File: config.mk
export PLATFORM = sky130hd
export DESIGN_NAME = rfmm_decoder
export DESIGN_NICKNAME = d
export VERILOG_FILES = /design/src/rfmm_pkg.sv /design/src/rfmm_decoder.sv
export SDC_FILE = /design/constraint.sdc
export NUM_CORES = 2
export LEC_CHECK = 0
export BUFFER_PORTS_ARGS = -buffer_cell sky130_fd_sc_hd__buf_4
export CORE_ASPECT_RATIO = 2
export CORE_UTILIZATION = 28
export DETAILED_ROUTE_END_ITERATION = 8
export GPL_TIMING_DRIVEN = 0
export RECOVER_POWER = 50
export SYNTH_ARGS = -nofsm -noshare
export SYNTH_HDL_FRONTEND = slang
export SYNTH_SLANG_ARGS = --single-unit
File: constraint.sdc
create_clock -name clk_i -period 4.15 [get_ports clk_i]
set_input_delay 0.2075 -clock clk_i [delete_from_list [all_inputs] [get_ports clk_i]]
set_output_delay 0.2075 -clock clk_i [all_outputs]
set_load 0.1 [all_outputs]
File: src/rfmm_pkg.sv
package rfmm_pkg;

  // instruction word fields
  localparam int unsigned MODE_BIT = 15;
  localparam int unsigned OPC_MSB = 14;
  localparam int unsigned OPC_LSB = 10;
  localparam int unsigned DST_MSB = 9;
  localparam int unsigned DST_LSB = 5;
  localparam int unsigned SRC_MSB = 4;
  localparam int unsigned SRC_LSB = 0;

  localparam logic [4:0] SRC_IMM_LONG = 5'h1f;
  localparam logic [4:0] SRC_PUSH_POP = 5'h17;
  localparam int unsigned NUM_GP_REGS = 20;

  // emulated opcode to macro entry map
  localparam logic [7:0] OP_INDEXED_LO = 8'h40;
  localparam logic [7:0] OP_INDEXED_HI = 8'h43;
  localparam logic [7:0] OP_IO_TRANSFER = 8'h48;
  localparam logic [7:0] OP_VEC_TRANSFER = 8'h49;
  localparam logic [7:0] OP_IMM_GROUP = 8'h4a;
  localparam logic [7:0] OP_NATIVE_ESCAPE = 8'h4f;
  localparam logic [7:0] OP_DIRECT_MAP_LO = 8'h50;
  localparam logic [15:0] MACRO_BASE_REL = 16'h0020;
  localparam logic [15:0] MACRO_INDEXED = 16'h0030;
  localparam logic [15:0] MACRO_IMM = 16'h0050;
  localparam logic [15:0] MACRO_STEP = 16'h0040;
  localparam logic [15:0] MACRO_IO_TRANSFER = 16'h0480;
  localparam logic [15:0] MACRO_VEC_TRANSFER = 16'h0490;
  localparam logic [15:0] MACRO_NATIVE_ESCAPE = 16'h02d0;
  localparam logic [15:0] MACRO_INVALID = 16'h0010;
  localparam logic [3:0] IMM_SUB_LO = 4'h1;
  localparam logic [3:0] IMM_SUB_HI = 4'hb;

  // reset values
  localparam logic [15:0] GP_RESET = 16'h0000;
  localparam logic [31:0] PRODUCT_RESET = 32'h0000_0000;
  localparam logic [15:0] PUSH_POP_RESET = 16'h0000;
  localparam logic [19:0] SAVED_CNT_RESET = 20'h0_0000;

  typedef enum logic [1:0] {
    RFMM_IDLE = 2'b00,
    RFMM_IMM = 2'b01,
    RFMM_HOLD = 2'b11
  } rfmm_state_t;

  typedef enum logic [1:0] {
    RFMM_STK_NONE = 2'b00,
    RFMM_STK_PUSH = 2'b01,
    RFMM_STK_POP = 2'b10
  } rfmm_stack_op_t;

  typedef struct packed {
    logic mode;
    logic [4:0] opcode;
    logic [4:0] dst;
    logic [4:0] src;
    logic long_fmt;
    logic [15:0] imm;
  } rfmm_dec_t;

  typedef struct packed {
    logic valid;
    logic pair;
    logic prod;
    logic [4:0] idx;
  } rfmm_reg_sel_t;

endpackage

File: src/rfmm_decoder.sv
`timescale 1ns/1ps
// Function
// [RULE_01] Base-relative emulated opcodes map four to a macro address, 0x0020 to 0x03E0 by 0x40.
// [RULE_02] Indexed opcodes 40x-43x map by nibble x to 0x0030 through 0x03F0 by 0x40.
// [RULE_03] Opcode 48 maps to 0x0480, 49 to 0x0490, 4AX1-4AXB to 0x0050-0x02D0, 4F to 0x02D0.
// [RULE_04] Opcodes 50H-FFH map to the word with low byte cleared, shifted right four.
// [RULE_05] Shared base-relative entries leave the original opcode readable for the macro.
// [RULE_06] Bit 15 is mode, bits 14-10 opcode, 9-5 destination, 4-0 source.
// [RULE_07] Mode 1 makes the source a five-bit literal, mode 0 a source register.
// [RULE_08] Register mode with source 11111 fetches a second word as immediate data.
// [RULE_09] Operands are byte, word or long word, byte only for byte instructions.
// [RULE_10] A byte operand is the low eight bits of the selected 16-bit register.
// [RULE_11] Long operands use 10 even/odd pairs of the 20 registers, even holding the upper half.
// [RULE_12] Fixed-point data is two's complement with the top bit as sign.
// [RULE_13] The wide product register takes multiply high half, divide remainder and shifts.
// [RULE_14] Code-memory load and store use the wide product register as the address.
// [RULE_15] The push/pop pointer changes only by push and pop, which address through it.
// [RULE_16] The 20-bit saved counter captures the program counter on calls, jumps, interrupts.
// [RULE_17] Unlisted emulated opcodes below 50H go to one invalid-opcode handler address.
module rfmm_decoder (
  input wire logic clk_i,
  input wire logic rst_n_i,
  input wire logic fetch_valid_i,
  input wire logic [15:0] fetch_word_i,
  output logic fetch_ready_o,
  input wire logic byte_op_i,
  output logic dec_valid_o,
  input wire logic dec_ready_i,
  output rfmm_pkg::rfmm_dec_t dec_o,
  output logic [31:0] src_operand_o,
  input wire logic legacy_valid_i,
  input wire logic [15:0] legacy_word_i,
  output logic macro_valid_o,
  output logic [15:0] macro_addr_o,
  output logic macro_invalid_o,
  output logic [15:0] legacy_opcode_o,
  input wire logic wr_en_i,
  input wire logic [4:0] wr_dest_i,
  input wire logic wr_byte_i,
  input wire logic [31:0] wr_data_i,
  input wire logic prod_wr_i,
  input wire logic [31:0] prod_data_i,
  input wire rfmm_pkg::rfmm_stack_op_t stack_op_i,
  output logic [15:0] stack_addr_o,
  output logic stack_valid_o,
  input wire logic cm_req_i,
  input wire logic cm_write_i,
  output logic [31:0] cm_addr_o,
  output logic cm_valid_o,
  output logic cm_write_o,
  input wire logic capture_i,
  input wire logic [19:0] program_counter_i,
  output logic [19:0] saved_counter_o
);

  // decodes a five-bit register code into a register index or pair
  function automatic rfmm_pkg::rfmm_reg_sel_t reg_sel(input logic [4:0] code);
    rfmm_pkg::rfmm_reg_sel_t s;
    s = '{valid: 1'b1, pair: 1'b0, prod: 1'b0, idx: code};
    if (code[4]) begin
      unique case (code[3:0])
        4'h1: s.idx = 5'd16;
        4'h3: s.idx = 5'd17;
        4'h9: s.idx = 5'd18;
        4'hb: s.idx = 5'd19;
        4'h5: s = '{valid: 1'b1, pair: 1'b1, prod: 1'b0, idx: 5'd16};
        4'hd: s = '{valid: 1'b1, pair: 1'b1, prod: 1'b0, idx: 5'd18};
        4'hf: s = '{valid: 1'b1, pair: 1'b0, prod: 1'b1, idx: 5'd0};
        4'h7: s = '{valid: 1'b0, pair: 1'b0, prod: 1'b0, idx: 5'd0};
        default: s = '{valid: 1'b1, pair: 1'b1, prod: 1'b0, idx: {1'b0, code[3:0]}};
      endcase
    end
    return s;
  endfunction

  rfmm_pkg::rfmm_state_t state_q, state_d;
  rfmm_pkg::rfmm_dec_t dec_q, dec_d;
  logic [15:0] gp_q [rfmm_pkg::NUM_GP_REGS];
  logic [31:0] product_q;
  logic [15:0] push_pop_pointer_q;
  logic [19:0] saved_counter_q;
  logic [31:0] operand_q;
  logic [15:0] macro_addr_q;
  logic macro_valid_q;
  logic macro_invalid_q;
  logic [15:0] legacy_opcode_q;
  logic [15:0] stack_addr_q;
  logic stack_valid_q;
  logic cm_valid_q;
  logic cm_write_q;

  wire fetch_take = fetch_valid_i && fetch_ready_o;
  wire is_long = !fetch_word_i[rfmm_pkg::MODE_BIT] &&
                 (fetch_word_i[rfmm_pkg::SRC_MSB:rfmm_pkg::SRC_LSB] == rfmm_pkg::SRC_IMM_LONG);

  assign fetch_ready_o = (state_q != rfmm_pkg::RFMM_HOLD);
  assign dec_valid_o = (state_q == rfmm_pkg::RFMM_HOLD);

  always_comb begin
    state_d = state_q;
    dec_d = dec_q;
    unique case (state_q)
      rfmm_pkg::RFMM_IDLE: begin
        if (fetch_take) begin
          dec_d.mode = fetch_word_i[rfmm_pkg::MODE_BIT]; // [RULE_06]
          dec_d.opcode = fetch_word_i[rfmm_pkg::OPC_MSB:rfmm_pkg::OPC_LSB];
          dec_d.dst = fetch_word_i[rfmm_pkg::DST_MSB:rfmm_pkg::DST_LSB];
          dec_d.src = fetch_word_i[rfmm_pkg::SRC_MSB:rfmm_pkg::SRC_LSB];
          dec_d.long_fmt = is_long; // [RULE_08]
          dec_d.imm = 16'h0000;
          state_d = is_long ? rfmm_pkg::RFMM_IMM : rfmm_pkg::RFMM_HOLD;
        end
      end
      rfmm_pkg::RFMM_IMM: begin
        if (fetch_take) begin
          dec_d.imm = fetch_word_i; // [RULE_08]
          state_d = rfmm_pkg::RFMM_HOLD;
        end
      end
      rfmm_pkg::RFMM_HOLD: begin
        if (dec_ready_i) begin
          state_d = rfmm_pkg::RFMM_IDLE;
        end
      end
      default: state_d = rfmm_pkg::RFMM_IDLE;
    endcase
  end

  // source operand, resolved from the decode about to be held
  rfmm_pkg::rfmm_reg_sel_t src_sel;
  logic [31:0] src_full;
  logic [31:0] operand_d;
  logic [4:0] src_lo_idx;
  assign src_sel = reg_sel(dec_d.src);
  assign src_lo_idx = src_sel.idx + 5'd1;

  always_comb begin
    if (dec_d.mode) begin
      src_full = {{27{dec_d.src[4]}}, dec_d.src}; // [RULE_07] [RULE_12]
    end else if (dec_d.long_fmt) begin
      src_full = {{16{dec_d.imm[15]}}, dec_d.imm}; // [RULE_08]
    end else if (!src_sel.valid) begin
      src_full = 32'h0000_0000;
    end else if (src_sel.prod) begin
      src_full = product_q;
    end else if (src_sel.pair) begin
      src_full = {gp_q[src_sel.idx], gp_q[src_lo_idx]}; // [RULE_11]
    end else begin
      src_full = {{16{gp_q[src_sel.idx][15]}}, gp_q[src_sel.idx]}; // [RULE_12]
    end
    operand_d = byte_op_i ? {24'h00_0000, src_full[7:0]} : src_full; // [RULE_09] [RULE_10]
  end

  wire enter_hold = (state_q != rfmm_pkg::RFMM_HOLD) && (state_d == rfmm_pkg::RFMM_HOLD);

  always_ff @(posedge clk_i) begin
    if (!rst_n_i) begin
      state_q <= rfmm_pkg::RFMM_IDLE;
      dec_q <= '0;
      operand_q <= 32'h0000_0000;
    end else begin
      state_q <= state_d;
      dec_q <= dec_d;
      if (enter_hold) begin
        operand_q <= operand_d;
      end
    end
  end

  assign dec_o = dec_q;
  assign src_operand_o = operand_q;

  // emulated opcode to macro entry
  wire [7:0] lop = legacy_word_i[15:8];
  wire [3:0] lnib = legacy_word_i[7:4];
  wire [3:0] lsub = legacy_word_i[3:0];
  wire [3:0] imm_ofs = lsub - rfmm_pkg::IMM_SUB_LO;
  logic [15:0] macro_d;
  logic invalid_d;

  always_comb begin
    invalid_d = 1'b0;
    macro_d = rfmm_pkg::MACRO_INVALID;
    if (lop >= rfmm_pkg::OP_DIRECT_MAP_LO) begin
      macro_d = {4'h0, lop, 4'h0}; // [RULE_04]
    end else if (lop < rfmm_pkg::OP_INDEXED_LO) begin
      macro_d = rfmm_pkg::MACRO_BASE_REL | {6'h00, lop[5:2], 6'h00}; // [RULE_01] [RULE_05]
    end else if (lop <= rfmm_pkg::OP_INDEXED_HI) begin
      macro_d = rfmm_pkg::MACRO_INDEXED | {6'h00, lnib, 6'h00}; // [RULE_02] [RULE_05]
    end else if (lop == rfmm_pkg::OP_IO_TRANSFER) begin
      macro_d = rfmm_pkg::MACRO_IO_TRANSFER; // [RULE_03]
    end else if (lop == rfmm_pkg::OP_VEC_TRANSFER) begin
      macro_d = rfmm_pkg::MACRO_VEC_TRANSFER; // [RULE_03]
    end else if (lop == rfmm_pkg::OP_NATIVE_ESCAPE) begin
      macro_d = rfmm_pkg::MACRO_NATIVE_ESCAPE; // [RULE_03]
    end else if (lop == rfmm_pkg::OP_IMM_GROUP && lsub >= rfmm_pkg::IMM_SUB_LO &&
                 lsub <= rfmm_pkg::IMM_SUB_HI) begin
      macro_d = rfmm_pkg::MACRO_IMM + {6'h00, imm_ofs, 6'h00}; // [RULE_03]
    end else begin
      invalid_d = 1'b1; // [RULE_17]
    end
  end

  always_ff @(posedge clk_i) begin
    if (!rst_n_i) begin
      macro_valid_q <= 1'b0;
      macro_addr_q <= 16'h0000;
      macro_invalid_q <= 1'b0;
      legacy_opcode_q <= 16'h0000;
    end else begin
      macro_valid_q <= legacy_valid_i;
      if (legacy_valid_i) begin
        macro_addr_q <= macro_d;
        macro_invalid_q <= invalid_d;
        legacy_opcode_q <= legacy_word_i; // [RULE_05]
      end
    end
  end

  assign macro_valid_o = macro_valid_q;
  assign macro_addr_o = macro_addr_q;
  assign macro_invalid_o = macro_invalid_q;
  assign legacy_opcode_o = legacy_opcode_q;

  // register file writes; byte writes touch only the low eight bits
  rfmm_pkg::rfmm_reg_sel_t wr_sel;
  logic [4:0] wr_lo_idx;
  assign wr_sel = reg_sel(wr_dest_i);
  assign wr_lo_idx = wr_sel.idx + 5'd1;
  wire wr_gp = wr_en_i && wr_sel.valid && !wr_sel.prod;
  wire wr_prod = wr_en_i && wr_sel.valid && wr_sel.prod;

  always_ff @(posedge clk_i) begin
    if (!rst_n_i) begin
      for (int i = 0; i < rfmm_pkg::NUM_GP_REGS; i++) begin
        gp_q[i] <= rfmm_pkg::GP_RESET;
      end
    end else if (wr_gp) begin
      if (wr_sel.pair && wr_byte_i) begin
        gp_q[wr_lo_idx][7:0] <= wr_data_i[7:0]; // [RULE_10]
      end else if (wr_sel.pair) begin
        gp_q[wr_sel.idx] <= wr_data_i[31:16]; // [RULE_11]
        gp_q[wr_lo_idx] <= wr_data_i[15:0];
      end else if (wr_byte_i) begin
        gp_q[wr_sel.idx][7:0] <= wr_data_i[7:0]; // [RULE_10]
      end else begin
        gp_q[wr_sel.idx] <= wr_data_i[15:0];
      end
    end
  end

  // arithmetic results take priority over an ordinary register write
  always_ff @(posedge clk_i) begin
    if (!rst_n_i) begin
      product_q <= rfmm_pkg::PRODUCT_RESET;
    end else if (prod_wr_i) begin
      product_q <= prod_data_i; // [RULE_13]
    end else if (wr_prod && wr_byte_i) begin
      product_q[7:0] <= wr_data_i[7:0];
    end else if (wr_prod) begin
      product_q <= wr_data_i;
    end
  end

  // push pre-decrements, pop post-increments
  wire [15:0] push_addr = push_pop_pointer_q - 16'h0001;

  always_ff @(posedge clk_i) begin
    if (!rst_n_i) begin
      push_pop_pointer_q <= rfmm_pkg::PUSH_POP_RESET;
      stack_addr_q <= 16'h0000;
      stack_valid_q <= 1'b0;
    end else begin
      stack_valid_q <= (stack_op_i != rfmm_pkg::RFMM_STK_NONE);
      if (stack_op_i == rfmm_pkg::RFMM_STK_PUSH) begin
        push_pop_pointer_q <= push_addr; // [RULE_15]
        stack_addr_q <= push_addr;
      end else if (stack_op_i == rfmm_pkg::RFMM_STK_POP) begin
        push_pop_pointer_q <= push_pop_pointer_q + 16'h0001; // [RULE_15]
        stack_addr_q <= push_pop_pointer_q;
      end
    end
  end

  assign stack_addr_o = stack_addr_q;
  assign stack_valid_o = stack_valid_q;

  always_ff @(posedge clk_i) begin
    if (!rst_n_i) begin
      cm_valid_q <= 1'b0;
      cm_write_q <= 1'b0;
      saved_counter_q <= rfmm_pkg::SAVED_CNT_RESET;
    end else begin
      cm_valid_q <= cm_req_i;
      if (cm_req_i) begin
        cm_write_q <= cm_write_i;
      end
      if (capture_i) begin
        saved_counter_q <= program_counter_i; // [RULE_16]
      end
    end
  end

  assign cm_addr_o = product_q; // [RULE_14]
  assign cm_valid_o = cm_valid_q;
  assign cm_write_o = cm_write_q;
  assign saved_counter_o = saved_counter_q;
endmodule

Word level (Yosys, flattened, before mapping)
Memory sizes are Yosys's and may differ from the RTL's.
Index checks and enable logic that the tools add are counted.
{"block": "classes", "addsub": 6, "n_mul": 0, "n_div": 0, "n_lt_le_gt_ge": 5, "eq_ne": 28, "shift": 0, "mux": 75, "bitwise_logic": 4, "n_reduce_logical": 29}
{"cell": "32-bit 2-to-1 mux", "n": 7}
{"cell": "16-bit 2-to-1 mux", "n": 7}
{"cell": "11-bit 2-to-1 mux", "n": 6}
{"cell": "8-bit 2-to-1 mux", "n": 7}
{"cell": "5-bit case mux with 5 select lines", "n": 2}
{"cell": "33-bit 2-to-1 mux", "n": 1}
{"cell": "4-bit equality test (second input constant)", "n": 8}
{"cell": "8-bit by 7-bit equality test with 1-bit output (second input constant)", "n": 4}
{"cell": "16-bit case mux with 2 select lines", "n": 1}
{"cell": "16-bit OR reduction", "n": 2}
{"cell": "31-bit 2-to-1 mux", "n": 1}
{"cell": "1-bit 2-to-1 mux", "n": 29}
{"cell": "24-bit 2-to-1 mux", "n": 1}
{"cell": "3-bit case mux with 3 select lines", "n": 2}
{"cell": "17-bit 2-to-1 mux", "n": 1}
{"cell": "16-bit by 1-bit adder with 16-bit output (second input constant)", "n": 1}
{"cell": "4-bit by 3-bit equality test with 1-bit output (second input constant)", "n": 4}
{"cell": "16-bit by 1-bit subtractor with 16-bit output (second input constant)", "n": 1}
{"cell": "12-bit 2-to-1 mux", "n": 1}
{"cell": "2-bit 2-to-1 mux", "n": 6}
{"cell": "2-bit OR reduction", "n": 6}
{"cell": "7-bit by 10-bit adder with 11-bit output (first input constant)", "n": 1}
{"cell": "5-bit by 1-bit adder with 5-bit output (second input constant)", "n": 2}
{"cell": "1-bit logical AND", "n": 10}
{"cell": "other kinds (21)", "n": 36}
{"block": "totals", "ff_bits": 188, "latchBits": 0, "ramBits": 320, "romBits": 0, "input_bits": 135, "out_inout_bits": 172, "word_cells": 168, "mem_count": 1}
{"name": "gp_q", "depth": 20, "word_bits": 16, "read_ports": 2, "rd_clocked_by_memory_dff": 0, "write_ports": 20, "line": "rfmm_decoder.sv:78", "rtl": "logic [15:0] gp_q [rfmm_pkg::NUM_GP_REGS];"}

Longest topological paths before layout
An unclocked memory read counts as a cell.
{"block": "depth", "ltp_word": 16, "mapped_depth": 19, "ltp_nobuf": 11}

Worst setup path after synthesis
No wires, ideal clock.
{"block": "synth_timing", "path_type": "register to register", "start": "register dec_q (netlist bit dec_o[18])", "end": "register operand_q[0] (netlist: src_operand_o[0])", "setup_ns": 0.128, "arrival_ns": 4.854, "t_required_ns": 4.022, "slack_ns": -0.832, "path_stages_with_launch": 19, "path_buffers": 8, "synth_period_minus_slack_ns": 4.982, "cell_sequence": "dfxtp_1 nand2b_1 a21oi_2 o21ai_4 inv_8 buf_8 buf_6 buf_4 buf_2 ha_1 clkbuf_1 buf_1 clkbuf_1 clkbuf_1 mux4_2 mux2i_1 mux2i_1 o2111ai_1 a21oi_1"}
{"block": "synth_between", "elab_chain_len": 14, "word_cells_on_any_way": 25, "classes_between": "1 x add/sub; 8 x eq/ne; 11 x mux; 4 x reduce/logical; 1 x memory"}
{"item": "start, declared", "line": "rfmm_decoder.sv:77", "rtl": "rfmm_pkg::rfmm_dec_t dec_q, dec_d;"}
{"item": "start signal, assigned", "line": "rfmm_decoder.sv:159", "rtl": "dec_q <= '0;"}
{"item": "start signal, assigned", "line": "rfmm_decoder.sv:163", "rtl": "dec_q <= dec_d;"}
{"item": "33-bit 2-to-1 mux", "line": "rfmm_decoder.sv:104", "rtl": "if (fetch_take) begin"}
{"item": "17-bit 2-to-1 mux *", "line": "rfmm_decoder.sv:102", "rtl": "unique case (state_q)"}
{"item": "4-bit by 3-bit equality test with 1-bit output (tied with other cells)", "line": "rfmm_decoder.sv:61", "rtl": "unique case (code[3:0])"}
{"item": "2-bit OR reduction (no line)"}
{"item": "5-bit case mux with 5 select lines", "line": "rfmm_decoder.sv:61"}
{"item": "8-bit 2-to-1 mux *", "line": "rfmm_decoder.sv:60", "rtl": "if (code[4]) begin"}
{"item": "5-bit by 1-bit adder with 5-bit output", "line": "rfmm_decoder.sv:135", "rtl": "assign src_lo_idx = src_sel.idx + 5'd1;"}
{"item": "memory 20 x 16 bit"}
{"item": "31-bit 2-to-1 mux", "line": "rfmm_decoder.sv:146", "rtl": "end else if (src_sel.pair) begin"}
{"item": "32-bit 2-to-1 mux", "line": "rfmm_decoder.sv:144", "rtl": "end else if (src_sel.prod) begin"}
{"item": "32-bit 2-to-1 mux *", "line": "rfmm_decoder.sv:142", "rtl": "end else if (!src_sel.valid) begin"}
{"item": "32-bit 2-to-1 mux *", "line": "rfmm_decoder.sv:140", "rtl": "end else if (dec_d.long_fmt) begin"}
{"item": "32-bit 2-to-1 mux *", "line": "rfmm_decoder.sv:138", "rtl": "if (dec_d.mode) begin"}
{"item": "32-bit 2-to-1 mux *", "line": "rfmm_decoder.sv:151", "rtl": "operand_d = byte_op_i ? {24'h00_0000, src_full[7:0]} : src_full;"}
{"item": "end signal, assigned", "line": "rfmm_decoder.sv:165", "rtl": "operand_q <= operand_d;"}
{"item": "end, declared", "line": "rfmm_decoder.sv:82", "rtl": "logic [31:0] operand_q;"}
Mark *: on every way between the ends. The rest lies on a longest branch, timed or not.
A chain may end at the register's enable or synchronous reset.

Worst setup path in the final report
{"block": "layout_timing", "start": "register state_q[0]", "end": "register operand_q[28] (netlist: src_operand_o[28])"}
{"block": "layout_between", "elab_chain_len": 15, "word_cells_on_any_way": 37, "classes_between": "12 x eq/ne; 17 x mux; 7 x reduce/logical; 1 x memory"}
{"item": "start, declared", "line": "rfmm_decoder.sv:76", "rtl": "rfmm_pkg::rfmm_state_t state_q, state_d;"}
{"item": "start signal, assigned", "line": "rfmm_decoder.sv:158", "rtl": "state_q <= rfmm_pkg::RFMM_IDLE;"}
{"item": "start signal, assigned", "line": "rfmm_decoder.sv:162", "rtl": "state_q <= state_d;"}
{"item": "2-bit != test", "line": "rfmm_decoder.sv:96, rfmm_decoder.sv:154"}
{"item": "1-bit logical AND", "line": "rfmm_decoder.sv:92", "rtl": "wire fetch_take = fetch_valid_i && fetch_ready_o;"}
{"item": "33-bit 2-to-1 mux", "line": "rfmm_decoder.sv:104"}
{"item": "17-bit 2-to-1 mux", "line": "rfmm_decoder.sv:102"}
{"item": "4-bit by 3-bit equality test with 1-bit output (tied with other cells)", "line": "rfmm_decoder.sv:61"}
{"item": "2-bit OR reduction (no line)"}
{"item": "5-bit case mux with 5 select lines", "line": "rfmm_decoder.sv:61"}
{"item": "8-bit 2-to-1 mux", "line": "rfmm_decoder.sv:60"}
{"item": "memory 20 x 16 bit"}
{"item": "31-bit 2-to-1 mux", "line": "rfmm_decoder.sv:146"}
{"item": "32-bit 2-to-1 mux", "line": "rfmm_decoder.sv:144"}
{"item": "32-bit 2-to-1 mux", "line": "rfmm_decoder.sv:142"}
{"item": "32-bit 2-to-1 mux", "line": "rfmm_decoder.sv:140"}
{"item": "32-bit 2-to-1 mux", "line": "rfmm_decoder.sv:138"}
{"item": "32-bit 2-to-1 mux", "line": "rfmm_decoder.sv:151"}
Several ways; a longest one is shown, not always the timed one.

==> flow_metrics.tcl <==
set metrics [dict create \
    status "finished with violations" \
    violations "capacitance limit, slew limit, setup timing" \
    crit_path_cell_trace "nor3b_4 -> buf_4 -> buf_2 -> a211o_1 -> clkbuf_1 -> clkbuf_1 -> nand3_1 -> nand4_1 -> nand4_1 -> nor4b_2 -> o221ai_1 -> a21oi_1" \
    ir_worst_vdd_uv 338 \
    grt_pass1_vias 31000 \
    avgSynthCellArea_um2 10.9 \
    syn_inst 3262 \
    antenna_found_initial 14 \
    dr_wl_met3_um 14900 \
    crit_cells 12 \
    wl_met1_um 50100 \
    synth_seq_cells 684 \
    syn_to_final_growth_pct 23.2 \
    clockBufferDepth 3 \
    reg2regPathDepth 12 \
    die_area_um2 128000 \
    worst_pin_slew_ps 1620 \
    portBuffers 286 \
    first_pass_iters 6 \
    finalMaxSlewViolations 10 \
    cp_data_arrival_time_ps 4830 \
    setup.worst_path.start "state_q[0]$_SDFF_PN0_" \
    worst_r2r_startpoint "state_q[0]$_SDFF_PN0_" \
    drv_cap 1 \
    p_per_area_nw_per_um2 431 \
    cts_inserted_buffers 57 \
    routed-via-count 31000 \
    pre_cts_ws_ps -3320 \
    synthArstFlopShare 0 \
    synth_area_leader_cell "edfxtp_1" \
    std_cell_rows 184 \
    setup_slack_ps -59.3 \
    die_h_um 506 \
    coreArea_um2 126000 \
    top_layer "met5" \
    finalWirelength_um 173000 \
    drive_gt1_frac 0.131 \
    clock-root-buffer "clkbuf_16" \
    grt_first_pass_wirelength_um 236000 \
    synthMuxAreaShare 0.138 \
    crit_buf_inv 4 \
    synth_compound_area_frac 0.119 \
    path_clk_slew_ps 80 \
    synthXorXnorAreaFrac 0.00715 \
    cts_tree "built" \
    critPathCapture "src_operand_o[28]$_SDFFE_PN0P_" \
    slowest_stage "clkbuf_1" \
    syn_area_um2 35500 \
    synth-edff-count 504 \
    synthTopCellsByArea "edfxtp_1 (43%), dfxtp_1 (10%), mux4_2 (7.0%), nand2_1 (4.6%), mux2i_1 (4.4%)" \
    cp-start-kind "flip-flop" \
    r2r_end "src_operand_o[28]$_SDFFE_PN0P_" \
    cellLeakagePower_uw 0.0156 \
    synth_warnings 0 \
    grt_use_total 0.266 \
    timing.final.crit_share 1.01 \
    cp_top_family "buffers and inverters" \
    top_level_ports 307 \
    cp-end-kind "flip-flop" \
    cp.required_ps 4770 \
    design_area_um2 43800 \
    postRouteAntennaNets 0 \
    synthSimpleGateAreaFrac 0.145 \
    slew_headroom -0.0825 \
    globalplace.congestion 1.08 \
    clock_sinks 684 \
    netlist.area_leader.share 0.426 \
    min_path_type "in2reg" \
    drt_first_iter_violations 3042 \
    crit_path_max_incr_delay_ps 730 \
    htree_num_levels 2 \
    r2r_setup_slack_ps -60 \
    drc 0 \
    drt-wirelength-per-cell_um 30.6 \
    nets 4085 \
    synth_top_family_by_area "simple AND/OR/NAND/NOR gates" \
    grt_max_degree 20 \
    hold_violations 0 \
    skew_ps 36.6 \
    clkLatencyLatePin_ps 700 \
    critical_path.max_fanout 10 \
    worstSetupPathType "reg2reg" \
    post_dp_cell_area_um2 40600 \
    ys_seq_area_frac 0.527 \
    synth-adder-area-share 0.00317 \
    ys.flop_type "edfxtp_1" \
    fin_crit_ps 4210 \
    viasPerCell 5.48 \
    ys_types 99 \
    post-dp-hpwl_um 133000 \
    fmaxAchievable_ghz 0.238 \
    initial_core_util 0.283 \
    wl_met2_um 86000 \
    dieWidth_um 254 \
    grt_overflow 0 \
    finalSetupViolCount 10 \
]
==> cell families after synthesis <==
group,after synthesis
simple gates,1095
buf+inv,501
fa+ha+maj,9
other cells,1
mux,304
flops,684
compound gates,639
xor+xnor,29
==> cell usage after synthesis, types with 22 or more instances <==
cell type	n
edfxtp_1	504
nand2_1	434
clkbuf_1	379
o21ai_0	257
nor2_1	234
dfxtp_1	180
mux2i_1	157
mux4_2	110
and2_1	83
nand3_1	79
a21oi_1	61
nor2b_1	59
a211oi_1	55
and3_1	53
inv_1	38
o211ai_1	37
buf_2	31
nor3_1	31
a21boi_0	30
nand4_1	29
mux4_1	28
o22ai_1	25
xnor2_1	24
nand3b_1	22
==> registers in the layout (all words and copies together), names as in the netlist <==
| name | flops |
|---|---|
| stack_addr_o | 16 |
| src_operand_o | 32 |
| gp_q | 504 |
| cm_valid_o | 1 |
| state_q | 2 |
| push_pop_pointer_q | 16 |
| macro_addr_o | 8 |
| macro_valid_o | 1 |
| legacy_opcode_o | 16 |
| stack_valid_o | 1 |
| dec_o | 33 |
| macro_invalid_o | 1 |
| cm_addr_o | 32 |
| saved_counter_o | 20 |
| cm_write_o | 1 |
==> cell usage in the layout (no fill, tap or decap), types with 13 or more instances in the layout <==
cell type,n
a211oi_1,52
a21boi_0,30
a21oi_1,60
a221oi_1,18
a31oi_1,13
and2_0,27
and2_1,58
and3_1,53
buf_2,28
buf_4,153
buf_6,18
clkbuf_1,551
clkbuf_16,72
clkbuf_2,13
conb_1,192
dfxtp_1,174
dlygate4sd3_1,100
edfxtp_1,504
inv_1,38
mux2i_1,153
mux4_1,24
mux4_2,114
nand2_1,433
nand2b_1,17
nand3_1,77
nand3b_1,22
nand4_1,29
nor2_1,234
nor2b_1,59
nor3_1,28
o211a_1,14
o211ai_1,37
o21ai_0,257
o22ai_1,23
xnor2_1,23
==> worst min path at each step <==
| stage | endpoint | cells after the start | from |
|---|---|---|---|
| 2_1_floorplan | cm_valid_o$_SDFF_PN0_ | 1 | cm_req_i |
| 3_3_place_gp | gp_q[31][7]$_DFFE_PP_ | 1 | wr_data_i[7] |
| 3_5_place_dp | gp_q[28][7]$_DFFE_PP_ | 1 | wr_data_i[7] |
| 4_1_cts | gp_q[21][15]$_DFFE_PP_ | 2 | wr_data_i[15] |
| 5_1_grt | gp_q[21][15]$_DFFE_PP_ | 2 | wr_data_i[15] |
| 6_report | gp_q[21][15]$_DFFE_PP_ | 2 | wr_data_i[15] |
==> routing by layer <==
layer / up-vias / global-route usage
li1: 13000 / -
met5: - / 0.00305
met2: 2114 / 0.469
met3: 857 / 0.0636
met4: 12 / 0.281
met1: 15000 / 0.237
==> final cells by class <==
cell class	instances	area, µm²
antenna	7	17.5
buffer	457	2370
clock buffer	81	1630
clock inverter	26	264
fill	12900	81900
inverter	40	160
multi-input combinational	2268	15600
sequential	684	18800
tap	1674	2090
timing repair buffer	433	2900
==> power breakdown <==
part / internal (µW) / total [µW] / switching, µW / leakage, µW
Sequential: 7800 / 8080 / 289 / 0.00633
Combinational: 1570 / 5000 / 3420 / 0.00835
Clock: 3050 / 5820 / 2770 / 0.000930
Total: 12400 / 18900 / 6480 / 0.0156
==> stage by stage <==
step,hold slack [ps],cells,util,total power [µW],TNS (ps)
3_5_place_dp,380,5420,0.323,12700,-82860
4_1_cts,2.58,5657,0.353,18800,-121
3_3_place_gp,376,5413,0.322,12600,-77080
6_report,5.93,5670,0.348,18900,-180
5_1_grt,15.9,5664,0.348,19200,-5.50
2_1_floorplan,329,3453,-,10900,0
==> worst reg2reg max path, cell delays in order, from the launching register on <==
cell and delay [ps]:
dfxtp_1 350, nor3b_4 190, buf_4 180, buf_2 260, a211o_1 310, clkbuf_1 620, clkbuf_1 750, nand3_1 160
nand4_1 140, nand4_1 220, nor4b_2 580, o221ai_1 230, a21oi_1 170
==> timing repair <==
action	4_1_cts	5_1_grt
setup endpoints to repair	32	30
pin swaps	16	11
hold buffers	100	0
gates resized for setup	126	31
endpoints found under the hold margin	157	0
setup buffers	32	7
cloned	1	0
Note: power is estimated with default switching activity, not from simulation.
